$ cat src/include/mpps_regs.svh
// Register map, field positions and reset values of the
// motor PWM protection and synchronisation block.
// Assumes a 32-bit register port with byte addresses.
`ifndef MPPS_REGS_SVH
`define MPPS_REGS_SVH
`define MPPS_OFS_CFG 8'h00
`define MPPS_OFS_STAT 8'h04
`define MPPS_OFS_CMP0 8'h08
`define MPPS_KEY 8'h5A
`define MPPS_KEY_HI 31
`define MPPS_KEY_LO 24
`define MPPS_EFLT_HI 23
`define MPPS_EFLT_LO 16
`define MPPS_OFLT_HI 15
`define MPPS_OFLT_LO 8
`define MPPS_CFG_EMGCMP 7
`define MPPS_CFG_EMGPIN 6
`define MPPS_CFG_CMPA 5
`define MPPS_CFG_PINA 2
`define MPPS_CFG_MASK 32'h00FFFFFF
`define MPPS_ST_EMERGENCY_LATCHED 9
`define MPPS_ST_EMG 8
`define MPPS_ST_OVERLOAD_LATCHED_ANY 7
`define MPPS_ST_CHL 6
`define MPPS_ST_OVL 3
`define MPPS_ST_CH 2
`define MPPS_C_IRQ 31
`define MPPS_C_SEL_HI 28
`define MPPS_C_SEL_LO 26
`define MPPS_C_EOC 25
`define MPPS_C_TRG 24
`define MPPS_C_BYP 23
`define MPPS_C_DIR 16
`define MPPS_C_MASK 32'h9F81FFFF
`define MPPS_SEL_LAST 3'h4
`define MPPS_RST_WORD 32'h00000000
`endif

$ cat src/include/mpps_pkg.sv
// Types shared by the protection and synchronisation block.
// Assumes mpps_regs.svh holds the numeric constants.
package mpps_pkg;
  typedef logic [31:0] mpps_word_t;
  typedef logic [7:0] mpps_addr_t;
  typedef enum logic [1:0] {
    MPPS_ACT_HIZ = 2'h0,
    MPPS_ACT_LOW = 2'h1,
    MPPS_ACT_HIGH = 2'h2,
    MPPS_ACT_NONE = 2'h3
  } mpps_action_t;
endpackage

$ cat src/hdl/mpps_filter.sv
// Pulse filter: output follows input only after the input has
// held its new level for len ticks of the filter time unit.
// Assumes tick is a one-cycle enable pulse on core_clk.
`timescale 1ns/1ns
`default_nettype none
module mpps_filter #(
  parameter int LEN_W = 8
) (
  input wire logic core_clk,
  input wire logic rst_n,
  input wire logic tick,
  input wire logic [LEN_W-1:0] len,
  input wire logic din,
  output logic dout
);
  logic [LEN_W-1:0] count;
  wire differ = din != dout;
  wire lastTick = tick && (count + 1'b1 >= len);

  // Count stable ticks of a changed level, restart on any bounce
  always_ff @(posedge core_clk or negedge rst_n) begin
    if (!rst_n) begin
      count <= '0;
      dout <= 1'b0;
    end else if (!differ) begin
      count <= '0;
    end else if (len == '0 || lastTick) begin
      dout <= din;
      count <= '0;
    end else if (tick) begin
      count <= count + 1'b1;
    end
  end
endmodule
`default_nettype wire

$ cat src/hdl/mpps_top.sv
// Protection and compare-synchronisation logic of the motor PWM unit.
// Assumes counter value, direction and update pulses come from the
// counter, and action/force settings from the channel registers.
`timescale 1ns/1ns
`default_nettype none
`include "mpps_regs.svh"
module mpps_top (
  input wire logic core_clk,
  input wire logic rst_n,
  input wire mpps_pkg::mpps_addr_t regAddr,
  input wire mpps_pkg::mpps_word_t regWdata,
  input wire logic regWrite,
  input wire logic regRead,
  output mpps_pkg::mpps_word_t regRdata,
  input wire logic emergencyPin,
  input wire logic [2:0] faultPin,
  input wire logic [4:0] comparatorOutput,
  input wire logic [4:0] comparatorEmergencyEnable,
  input wire logic [7:0] faultFilterTimeUnit,
  input wire logic [15:0] pwmCounterValue,
  input wire logic counterDir,
  input wire logic atPeriod,
  input wire logic atZero,
  input wire logic shadowUpdatePoint,
  input wire logic [11:0] emergencyAction,
  input wire logic [11:0] overloadAction,
  input wire logic [5:0] forceEnable,
  input wire logic [5:0] forceHiZ,
  input wire logic [5:0] forceValue,
  input wire logic [5:0] pwmLevel,
  output logic [5:0] pwmOut,
  output logic [5:0] pwmOutEn,
  output logic emergencyActive,
  output logic [2:0] overloadActive,
  output logic protIrq,
  output logic cmpIrq,
  output logic adcStart,
  output logic [2:0] adcInput,
  output logic adcEocIrqEnable
);
  import mpps_pkg::*;

  ////////////////////////////////////////////////////////////
  // Input synchronisers
  logic [8:0] syncMeta;
  logic [8:0] syncOut;
  always_ff @(posedge core_clk or negedge rst_n) begin
    if (!rst_n) begin
      syncMeta <= '0;
      syncOut <= '0;
    end else begin
      syncMeta <= {comparatorOutput, faultPin, emergencyPin};
      syncOut <= syncMeta;
    end
  end
  wire emgPinS = syncOut[0];
  wire [2:0] faultPinS = syncOut[3:1];
  wire [4:0] cmpOutS = syncOut[8:4];

  ////////////////////////////////////////////////////////////
  // Register decode
  mpps_word_t cfg;
  mpps_word_t shadowCmp;
  mpps_word_t activeCmp;
  logic [4:0] latched;

  function automatic logic keyOk(input mpps_word_t w);
    keyOk = w[`MPPS_KEY_HI:`MPPS_KEY_LO] == `MPPS_KEY;
  endfunction

  wire selCfg = regAddr == `MPPS_OFS_CFG;
  wire selStat = regAddr == `MPPS_OFS_STAT;
  wire selCmp = regAddr == `MPPS_OFS_CMP0;
  wire wrCfg = regWrite && selCfg && keyOk(regWdata);
  wire wrStat = regWrite && selStat && keyOk(regWdata);
  wire wrCmp = regWrite && selCmp;
  wire wrBypass = wrCmp && regWdata[`MPPS_C_BYP];

  ////////////////////////////////////////////////////////////
  // Raw conditions
  wire emgCmpOn = cfg[`MPPS_CFG_EMGCMP];
  wire emgPinOn = cfg[`MPPS_CFG_EMGPIN];
  wire [2:0] chanCmpOn = cfg[`MPPS_CFG_CMPA -: 3];
  wire [2:0] chanPinOn = cfg[`MPPS_CFG_PINA -: 3];
  wire [7:0] emgLen = cfg[`MPPS_EFLT_HI:`MPPS_EFLT_LO];
  wire [7:0] ovlLen = cfg[`MPPS_OFLT_HI:`MPPS_OFLT_LO];
  // Channel bit 2 is A, so reverse to index A as 0
  wire [2:0] pinOnA0 = {chanPinOn[0], chanPinOn[1], chanPinOn[2]};
  wire [2:0] cmpOnA0 = {chanCmpOn[0], chanCmpOn[1], chanCmpOn[2]};
  wire emgRaw = (emgPinOn && emgPinS) ||
                (emgCmpOn && |(cmpOutS & comparatorEmergencyEnable));
  wire [2:0] ovlRaw = (pinOnA0 & faultPinS) | (cmpOnA0 & cmpOutS[2:0]);

  ////////////////////////////////////////////////////////////
  // Filter time unit divider
  logic [7:0] unitCnt;
  wire unitTick = unitCnt == 8'h00;
  always_ff @(posedge core_clk or negedge rst_n) begin
    if (!rst_n) begin
      unitCnt <= 8'h00;
    end else if (unitTick) begin
      unitCnt <= (faultFilterTimeUnit == 8'h00) ? 8'h00 : faultFilterTimeUnit - 8'h01;
    end else begin
      unitCnt <= unitCnt - 8'h01;
    end
  end

  // Pulse filters: index 0 emergency, 1 to 3 channels A to C
  logic [3:0] filt;
  wire [3:0] rawAll = {ovlRaw, emgRaw};
  genvar gi;
  generate
    for (gi = 0; gi < 4; gi++) begin : gFilt
      mpps_filter #(.LEN_W(8)) uFilt (
        .core_clk(core_clk),
        .rst_n(rst_n),
        .tick(unitTick),
        .len(gi == 0 ? emgLen : ovlLen),
        .din(rawAll[gi]),
        .dout(filt[gi])
      );
    end
  endgenerate
  wire emgFilt = filt[0];
  wire [2:0] ovlFilt = filt[3:1];
  wire ovlAny = |ovlFilt;

  ////////////////////////////////////////////////////////////
  // Latched status: bit 4 emergency, 3 global, 2..0 chan A..C
  // Channel A goes to the top of the three, as in the status word
  wire [2:0] ovlAHigh = {ovlFilt[0], ovlFilt[1], ovlFilt[2]};
  wire [4:0] latchSet = {emgFilt, ovlAny, ovlAHigh};
  wire [4:0] wrLatch = {regWdata[`MPPS_ST_EMERGENCY_LATCHED], regWdata[`MPPS_ST_OVERLOAD_LATCHED_ANY],
                        regWdata[`MPPS_ST_CHL], regWdata[`MPPS_ST_CHL-1],
                        regWdata[`MPPS_ST_CHL-2]};
  wire [4:0] latchClr = wrStat ? ~wrLatch : 5'h00;
  always_ff @(posedge core_clk or negedge rst_n) begin
    if (!rst_n) begin
      latched <= 5'h00;
    end else begin
      latched <= (latched & ~latchClr) | latchSet;
    end
  end

  // Configuration register
  always_ff @(posedge core_clk or negedge rst_n) begin
    if (!rst_n) begin
      cfg <= `MPPS_RST_WORD;
    end else if (wrCfg) begin
      cfg <= regWdata & `MPPS_CFG_MASK;
    end
  end

  ////////////////////////////////////////////////////////////
  // Compare shadow and active copies
  wire updateNow = shadowUpdatePoint ? atZero : atPeriod;
  always_ff @(posedge core_clk or negedge rst_n) begin
    if (!rst_n) begin
      shadowCmp <= `MPPS_RST_WORD;
      activeCmp <= `MPPS_RST_WORD;
    end else begin
      if (wrCmp) begin
        shadowCmp <= regWdata & `MPPS_C_MASK;
      end
      if (wrBypass) begin
        activeCmp <= regWdata & `MPPS_C_MASK;
      end else if (updateNow) begin
        activeCmp <= shadowCmp;
      end
    end
  end

  // Match on value and direction, one event per equality
  wire matchNow = activeCmp[15:0] == pwmCounterValue &&
                  activeCmp[`MPPS_C_DIR] == counterDir;
  logic matchPrev;
  wire matchHit = matchNow && !matchPrev;
  wire [2:0] selCode = activeCmp[`MPPS_C_SEL_HI:`MPPS_C_SEL_LO];
  always_ff @(posedge core_clk or negedge rst_n) begin
    if (!rst_n) begin
      matchPrev <= 1'b0;
      cmpIrq <= 1'b0;
      adcStart <= 1'b0;
      adcInput <= 3'h0;
      adcEocIrqEnable <= 1'b0;
    end else begin
      matchPrev <= matchNow;
      cmpIrq <= matchHit && activeCmp[`MPPS_C_IRQ];
      adcStart <= matchHit && activeCmp[`MPPS_C_TRG];
      if (matchHit && activeCmp[`MPPS_C_TRG]) begin
        adcInput <= (selCode > `MPPS_SEL_LAST) ? `MPPS_SEL_LAST : selCode;
        adcEocIrqEnable <= activeCmp[`MPPS_C_EOC];
      end
    end
  end

  ////////////////////////////////////////////////////////////
  // Read data, valid in the cycle after the strobe only
  wire [31:0] statWord = {22'h000000, latched[4], emgFilt, latched[3],
                          latched[2:0], ovlAny, ovlAHigh};
  wire [31:0] readMux = selCfg ? cfg :
                        selStat ? statWord :
                        selCmp ? shadowCmp : 32'h00000000;
  always_ff @(posedge core_clk or negedge rst_n) begin
    if (!rst_n) begin
      regRdata <= `MPPS_RST_WORD;
    end else begin
      regRdata <= regRead ? readMux : 32'h00000000;
    end
  end

  ////////////////////////////////////////////////////////////
  // Status forwarding and output override
  assign emergencyActive = emgFilt;
  assign overloadActive = ovlFilt;
  assign protIrq = |latched;

  // Resolve one output: enable and level, enable in the MSB
  function automatic logic [1:0] applyAct(input logic [1:0] act);
    case (act)
      MPPS_ACT_HIZ: applyAct = 2'h0;
      MPPS_ACT_LOW: applyAct = 2'h2;
      MPPS_ACT_HIGH: applyAct = 2'h3;
      default: applyAct = 2'h1;
    endcase
  endfunction

  // Combinational so protection acts without waiting for a period
  generate
    for (gi = 0; gi < 6; gi++) begin : gOut
      wire [1:0] eAct = emergencyAction[2*gi+1:2*gi];
      wire [1:0] oAct = overloadAction[2*gi+1:2*gi];
      wire useEmg = emgFilt && eAct != MPPS_ACT_NONE;
      wire useOvl = ovlFilt[gi/2] && oAct != MPPS_ACT_NONE;
      wire [1:0] eRes = applyAct(eAct);
      wire [1:0] oRes = applyAct(oAct);
      // Enable then level; priority emergency, overload, force
      wire [1:0] res = useEmg ? {eRes[1], eRes[0]} :
                       useOvl ? {oRes[1], oRes[0]} :
                       forceEnable[gi] ? {!forceHiZ[gi], forceValue[gi]} :
                       {1'b1, pwmLevel[gi]};
      assign pwmOutEn[gi] = res[1];
      assign pwmOut[gi] = res[1] & res[0];
    end
  endgenerate

  ////////////////////////////////////////////////////////////
  // Assertions
  AST_CFG_KEY: assert property (@(posedge core_clk) disable iff (!rst_n)
    regWrite && selCfg && !keyOk(regWdata) |=> $stable(cfg))
    else $error("config changed on unkeyed write");

  AST_EMG_LATCH: assert property (@(posedge core_clk) disable iff (!rst_n)
    emgFilt |=> latched[4])
    else $error("emergency not latched");

  AST_CHAN_LATCH: assert property (@(posedge core_clk) disable iff (!rst_n)
    ovlFilt[0] |=> latched[2] && latched[3])
    else $error("channel A overload not latched");

  AST_HOLD: assert property (@(posedge core_clk) disable iff (!rst_n)
    latched[4] && !wrStat |=> latched[4])
    else $error("latched bit dropped without clear");

  AST_IRQ: assert property (@(posedge core_clk) disable iff (!rst_n)
    emgFilt || ovlAny |=> protIrq)
    else $error("protection interrupt missing");

  AST_LIVE: assert property (@(posedge core_clk) disable iff (!rst_n)
    regRead && selStat |=> regRdata[`MPPS_ST_EMG] == $past(emgFilt))
    else $error("live emergency bit wrong");

  AST_PRIO: assert property (@(posedge core_clk) disable iff (!rst_n)
    emgFilt && emergencyAction[3:2] == MPPS_ACT_LOW |-> pwmOutEn[1] && !pwmOut[1])
    else $error("emergency action not dominant");

  AST_CMP_IRQ: assert property (@(posedge core_clk) disable iff (!rst_n)
    matchHit && activeCmp[`MPPS_C_IRQ] |=> cmpIrq)
    else $error("compare interrupt missing");

  AST_ADC: assert property (@(posedge core_clk) disable iff (!rst_n)
    adcStart |-> $past(matchNow) && !$past(matchPrev))
    else $error("conversion start without match");

  AST_DIR: assert property (@(posedge core_clk) disable iff (!rst_n)
    cmpIrq |-> $past(counterDir) == $past(activeCmp[`MPPS_C_DIR]))
    else $error("match with wrong direction");

  AST_BYPASS: assert property (@(posedge core_clk) disable iff (!rst_n)
    wrBypass |=> activeCmp[15:0] == $past(regWdata[15:0]))
    else $error("bypass write not active");

  COV_EMG: cover property (@(posedge core_clk) disable iff (!rst_n) $rose(emgFilt));
  COV_CLR: cover property (@(posedge core_clk) disable iff (!rst_n) wrStat ##1 !latched[3]);
  COV_ADC: cover property (@(posedge core_clk) disable iff (!rst_n) adcStart && cmpIrq);
  COV_UPD: cover property (@(posedge core_clk) disable iff (!rst_n) updateNow && !wrCmp);
endmodule
`default_nettype wire

$ cat config.mk
export PLATFORM = sky130hd
export DESIGN_NAME = mpps_top
export DESIGN_NICKNAME = d
export VERILOG_FILES = /design/src/include/mpps_pkg.sv /design/src/hdl/mpps_filter.sv /design/src/hdl/mpps_top.sv
export VERILOG_INCLUDE_DIRS = /design/src /design/src/include
export SDC_FILE = /design/constraint.sdc
export NUM_CORES = 1
export LEC_CHECK = 0
export ABC_AREA = 0
export BUFFER_PORTS_ARGS = -buffer_cell sky130_fd_sc_hd__buf_2
export CORE_ASPECT_RATIO = 1.4
export CORE_MARGIN = 2
export CORE_UTILIZATION = 40
export DETAILED_ROUTE_END_ITERATION = 16
export HOLD_SLACK_MARGIN = 0.08
export SLEW_MARGIN = 20
export SYNTH_ARGS = -nofsm -noshare
export SYNTH_HDL_FRONTEND = slang
export SYNTH_SLANG_ARGS = --single-unit
$ cat constraint.sdc
create_clock -name core_clk -period 2.5 [get_ports core_clk]
set_clock_uncertainty 0.2 [all_clocks]
set_input_delay 0.5 -clock core_clk [delete_from_list [all_inputs] [get_ports core_clk]]
set_output_delay 0.5 -clock core_clk [all_outputs]
set_load 0.01 [all_outputs]
==> metrics.txt <==
CTS sink count=175; Highest Clock Rate=385 MHz; main combinational cell family by area after synthesis=simple AND/OR/NAND/NOR gates; Max Root-Sink Buffers=2; Final Critical Period=2.60 ns; Most used DFF post-synth=dfrtp_1; core area=23400 µm²; number of global-route vias before repair=7903; commonest non-fill, non-tap cell in the layout=buf_2; unrepaired setup endpoints after global routing=true; most frequent cells in the layout=buf_2 (185), dfrtp_1 (171), buf_4 (73), nand2_1 (68), ha_1 (53); startpoint types=register; PD cells=481 nW/µm²; Die Wd=135 µm; CP top delay family=compound AO/OA/AOI/OAI gates; XOR/XNOR Fraction of Synth Area=4.77%; DRT iter0 DRCs=294; crit-path cells=ha_2, nor2b_4, or2_4, ha_4, a211oi_2, o21ai_2, a2111oi_4, buf_4, a21oi_2, o21ai_1; measured slew at the worst slew-check pin=0.687 ns; largest net degree at the start of global routing=54; WL final=25.9 mm; final critical-path setup slack=-0.0959 ns; post-synthesis mux area share=11.1%; CP max FO=6; fin nets=1365; critical path class=register to register; Clock Pin Slew Worst Setup and Hold Paths=0.07 ns; sequential share of the synthesized area=45.9%; Pleak=6.38 nW; Post-Syn Instances=892; standard-cell rows=66; Setup violations, final=16; Worst-Skew Late Latency=0.44 ns; total gr overflow=0; Initial Utilization=40.9%; wire per inst=17.4 µm; CTS root buf=clkbuf_16; clock share of power=44.7%; Post-synth EDFFs=0; Final GP Congestion=0.834; Seq cells post-synth=175; max-slew violations=0; initial antenna violation count=1; PortBufs=186; ys async rst share=100%; CTS Buf Count=17; CP max stage cell=dfrtp_1; status=complete, but fails checks; switching pwr=1.50 mW; slew margin rel.=54.0%; DIE HEIGHT=187 µm; I/O pin count=189; CP peak stage delay=0.43 ns; Via Count=7700; number of buffers and inverters on the critical path=1; Ys Warns=0; internal power=4.64 mW; Post-Synth Adder-Cell Area=8.25%; Sw Share=24.4%; Combinational Power Share=7.7%; Synth Area in Simple Gates=15.3%; CTS tree=done; layout cells sized above 1=40.4%; post-layout util=54.7%; DRT Pass-1 Iters=5; pre-CTS setup slack=-0.209 ns; Worst EP required=2.66 ns; first-pass GRT wire length=40.6 mm; Post-DP HPWL=19.3 mm; area grow syn2layout=33.8%; Via density=5.17; setup TNS=-0.725 ns; Hold Violations, Final=0; Avg Inst Size Synth=10.7 µm²; failing checks=setup timing; DRT antenna net count=0; fin crit share=104%; hold crit path type=primary input to register; Crit. End Element=register; Die Area=25100 µm²; Synth Area in Compound Gates=11.1%; Flop pwr share=47.6%; Tot GR Track Use=20.8%; Crit path arrival time=2.76 ns; DRC=0; Max Cap Viol=0; H-tree Lvls=4; Max VDD drop=0.481 mV; area of the mapped netlist=9550 µm²; library cells used by synthesis=59
-- per-layer routing --
metal	vias to the layer above	track usage, %	wire length (µm)
met1	3807	24.4	10600
met3	38	4.36	919
li1	3701	-	-
met4	0	7.33	630
met5	-	0	0
met2	154	37.1	13700
-- metrics by stage --
| step | cell area [µm²] | power (mW) | std cells | hold slack (ns) |
|---|---|---|---|---|
| 2_1_floorplan | 9630 | 3.16 | 893 | 0.00441 |
| 6_report | 12800 | 6.14 | 1488 | 0.0975 |
| 3_3_place_gp | 11400 | 3.43 | 1429 | 0.131 |
| 4_1_cts | 12400 | 6.20 | 1484 | 0.0802 |
| 3_5_place_dp | 11400 | 3.44 | 1429 | 0.136 |
| 5_1_grt | 12800 | 6.38 | 1488 | 0.0872 |
-- cell families (layout without fill, tap and decap cells) --
family                   count (synthesis)  count (layout)
AND/OR/NAND/NOR                        270             270
multiplexers                            91              91
buffers and inverters                   80             368
flip-flops                             175             175
other                                    1               3
AO/OA/AOI/OAI                          160             160
XOR/XNOR                                52              52
adder cells (fa/ha/maj)                 63              63
-- cells in the mapped netlist (14+ instances only) --
| library cell | count | share of area, % |
|---|---|---|
| and3_1 | 22 | 1.4 |
| xnor2_1 | 23 | 2.1 |
| clkbuf_1 | 14 | 0.55 |
| xor2_1 | 29 | 2.7 |
| nand3b_1 | 14 | 1.1 |
| nor2b_1 | 31 | 2.0 |
| nor3_1 | 16 | 0.84 |
| mux2_2 | 33 | 3.9 |
| mux2_4 | 20 | 3.1 |
| o21ai_0 | 61 | 3.2 |
| nand2b_1 | 14 | 0.92 |
| nor2_1 | 35 | 1.4 |
| nand2_1 | 74 | 2.9 |
| dfrtp_1 | 175 | 46 |
| inv_1 | 51 | 2.0 |
| a21oi_1 | 28 | 1.5 |
| ha_1 | 63 | 8.3 |
| mux2i_1 | 35 | 3.7 |
| nand3_1 | 26 | 1.4 |
-- flip-flops by register name, indices dropped and copies added (netlist names), 3 cells and up --
signal / count
syncMeta: 9
cfg: 24
gFilt.uFilt.dout: 4
regRdata: 30
unitCnt: 8
activeCmp: 23
syncOut: 9
shadowCmp: 24
adcInput: 3
latched: 5
gFilt.uFilt.count: 32
-- worst paths after layout --
path                                    startpoint                       to  slack [ns]  cells past startpoint
setup / recovery           gFilt[3].uFilt.count[0]  gFilt[3].uFilt.count[5]        -0.1                     10
hold / removal                        regWdata[17]                  cfg[17]         0.1                      2
setup reg to reg           gFilt[3].uFilt.count[0]  gFilt[3].uFilt.count[5]        -0.1                     10
hold reg to reg                        syncMeta[5]               syncOut[5]        0.15                      0
max in group asynchronous                    rst_n  gFilt[2].uFilt.count[2]        1.02                      3
min in group asynchronous                    rst_n                 adcStart        0.38                      2
-- cell type report --
class,instances,area (µm²)
antenna,1,2.50
tap,306,383
multi-input combinational,638,5410
sequential,175,4380
timing repair buffer,285,1800
fill,2051,10600
clock buffer,18,439
clock inverter,14,165
inverter,51,194
-- timing repair --
item                                    in CTS  in global routing
gates resized for setup                     43                 79
endpoints found under the setup margin      36                 53
pin swaps                                   39                 52
endpoints found under the hold margin       58                  0
gates cloned                                 1                  0
hold buffers                                12                  0
buffers inserted                            10                  3
-- power groups by stage --
stage                     Combinational, mW  Clock, mW  Sequential [mW]
after floorplan                       0.191          0             2.97
after global placement                0.455          0             2.98
after detailed placement              0.464          0             2.98
after CTS                             0.481       2.80             2.92
after global routing                  0.530       2.92             2.93
final                                 0.472       2.74             2.92
No activity file was read; power rests on OpenSTA's default activity.
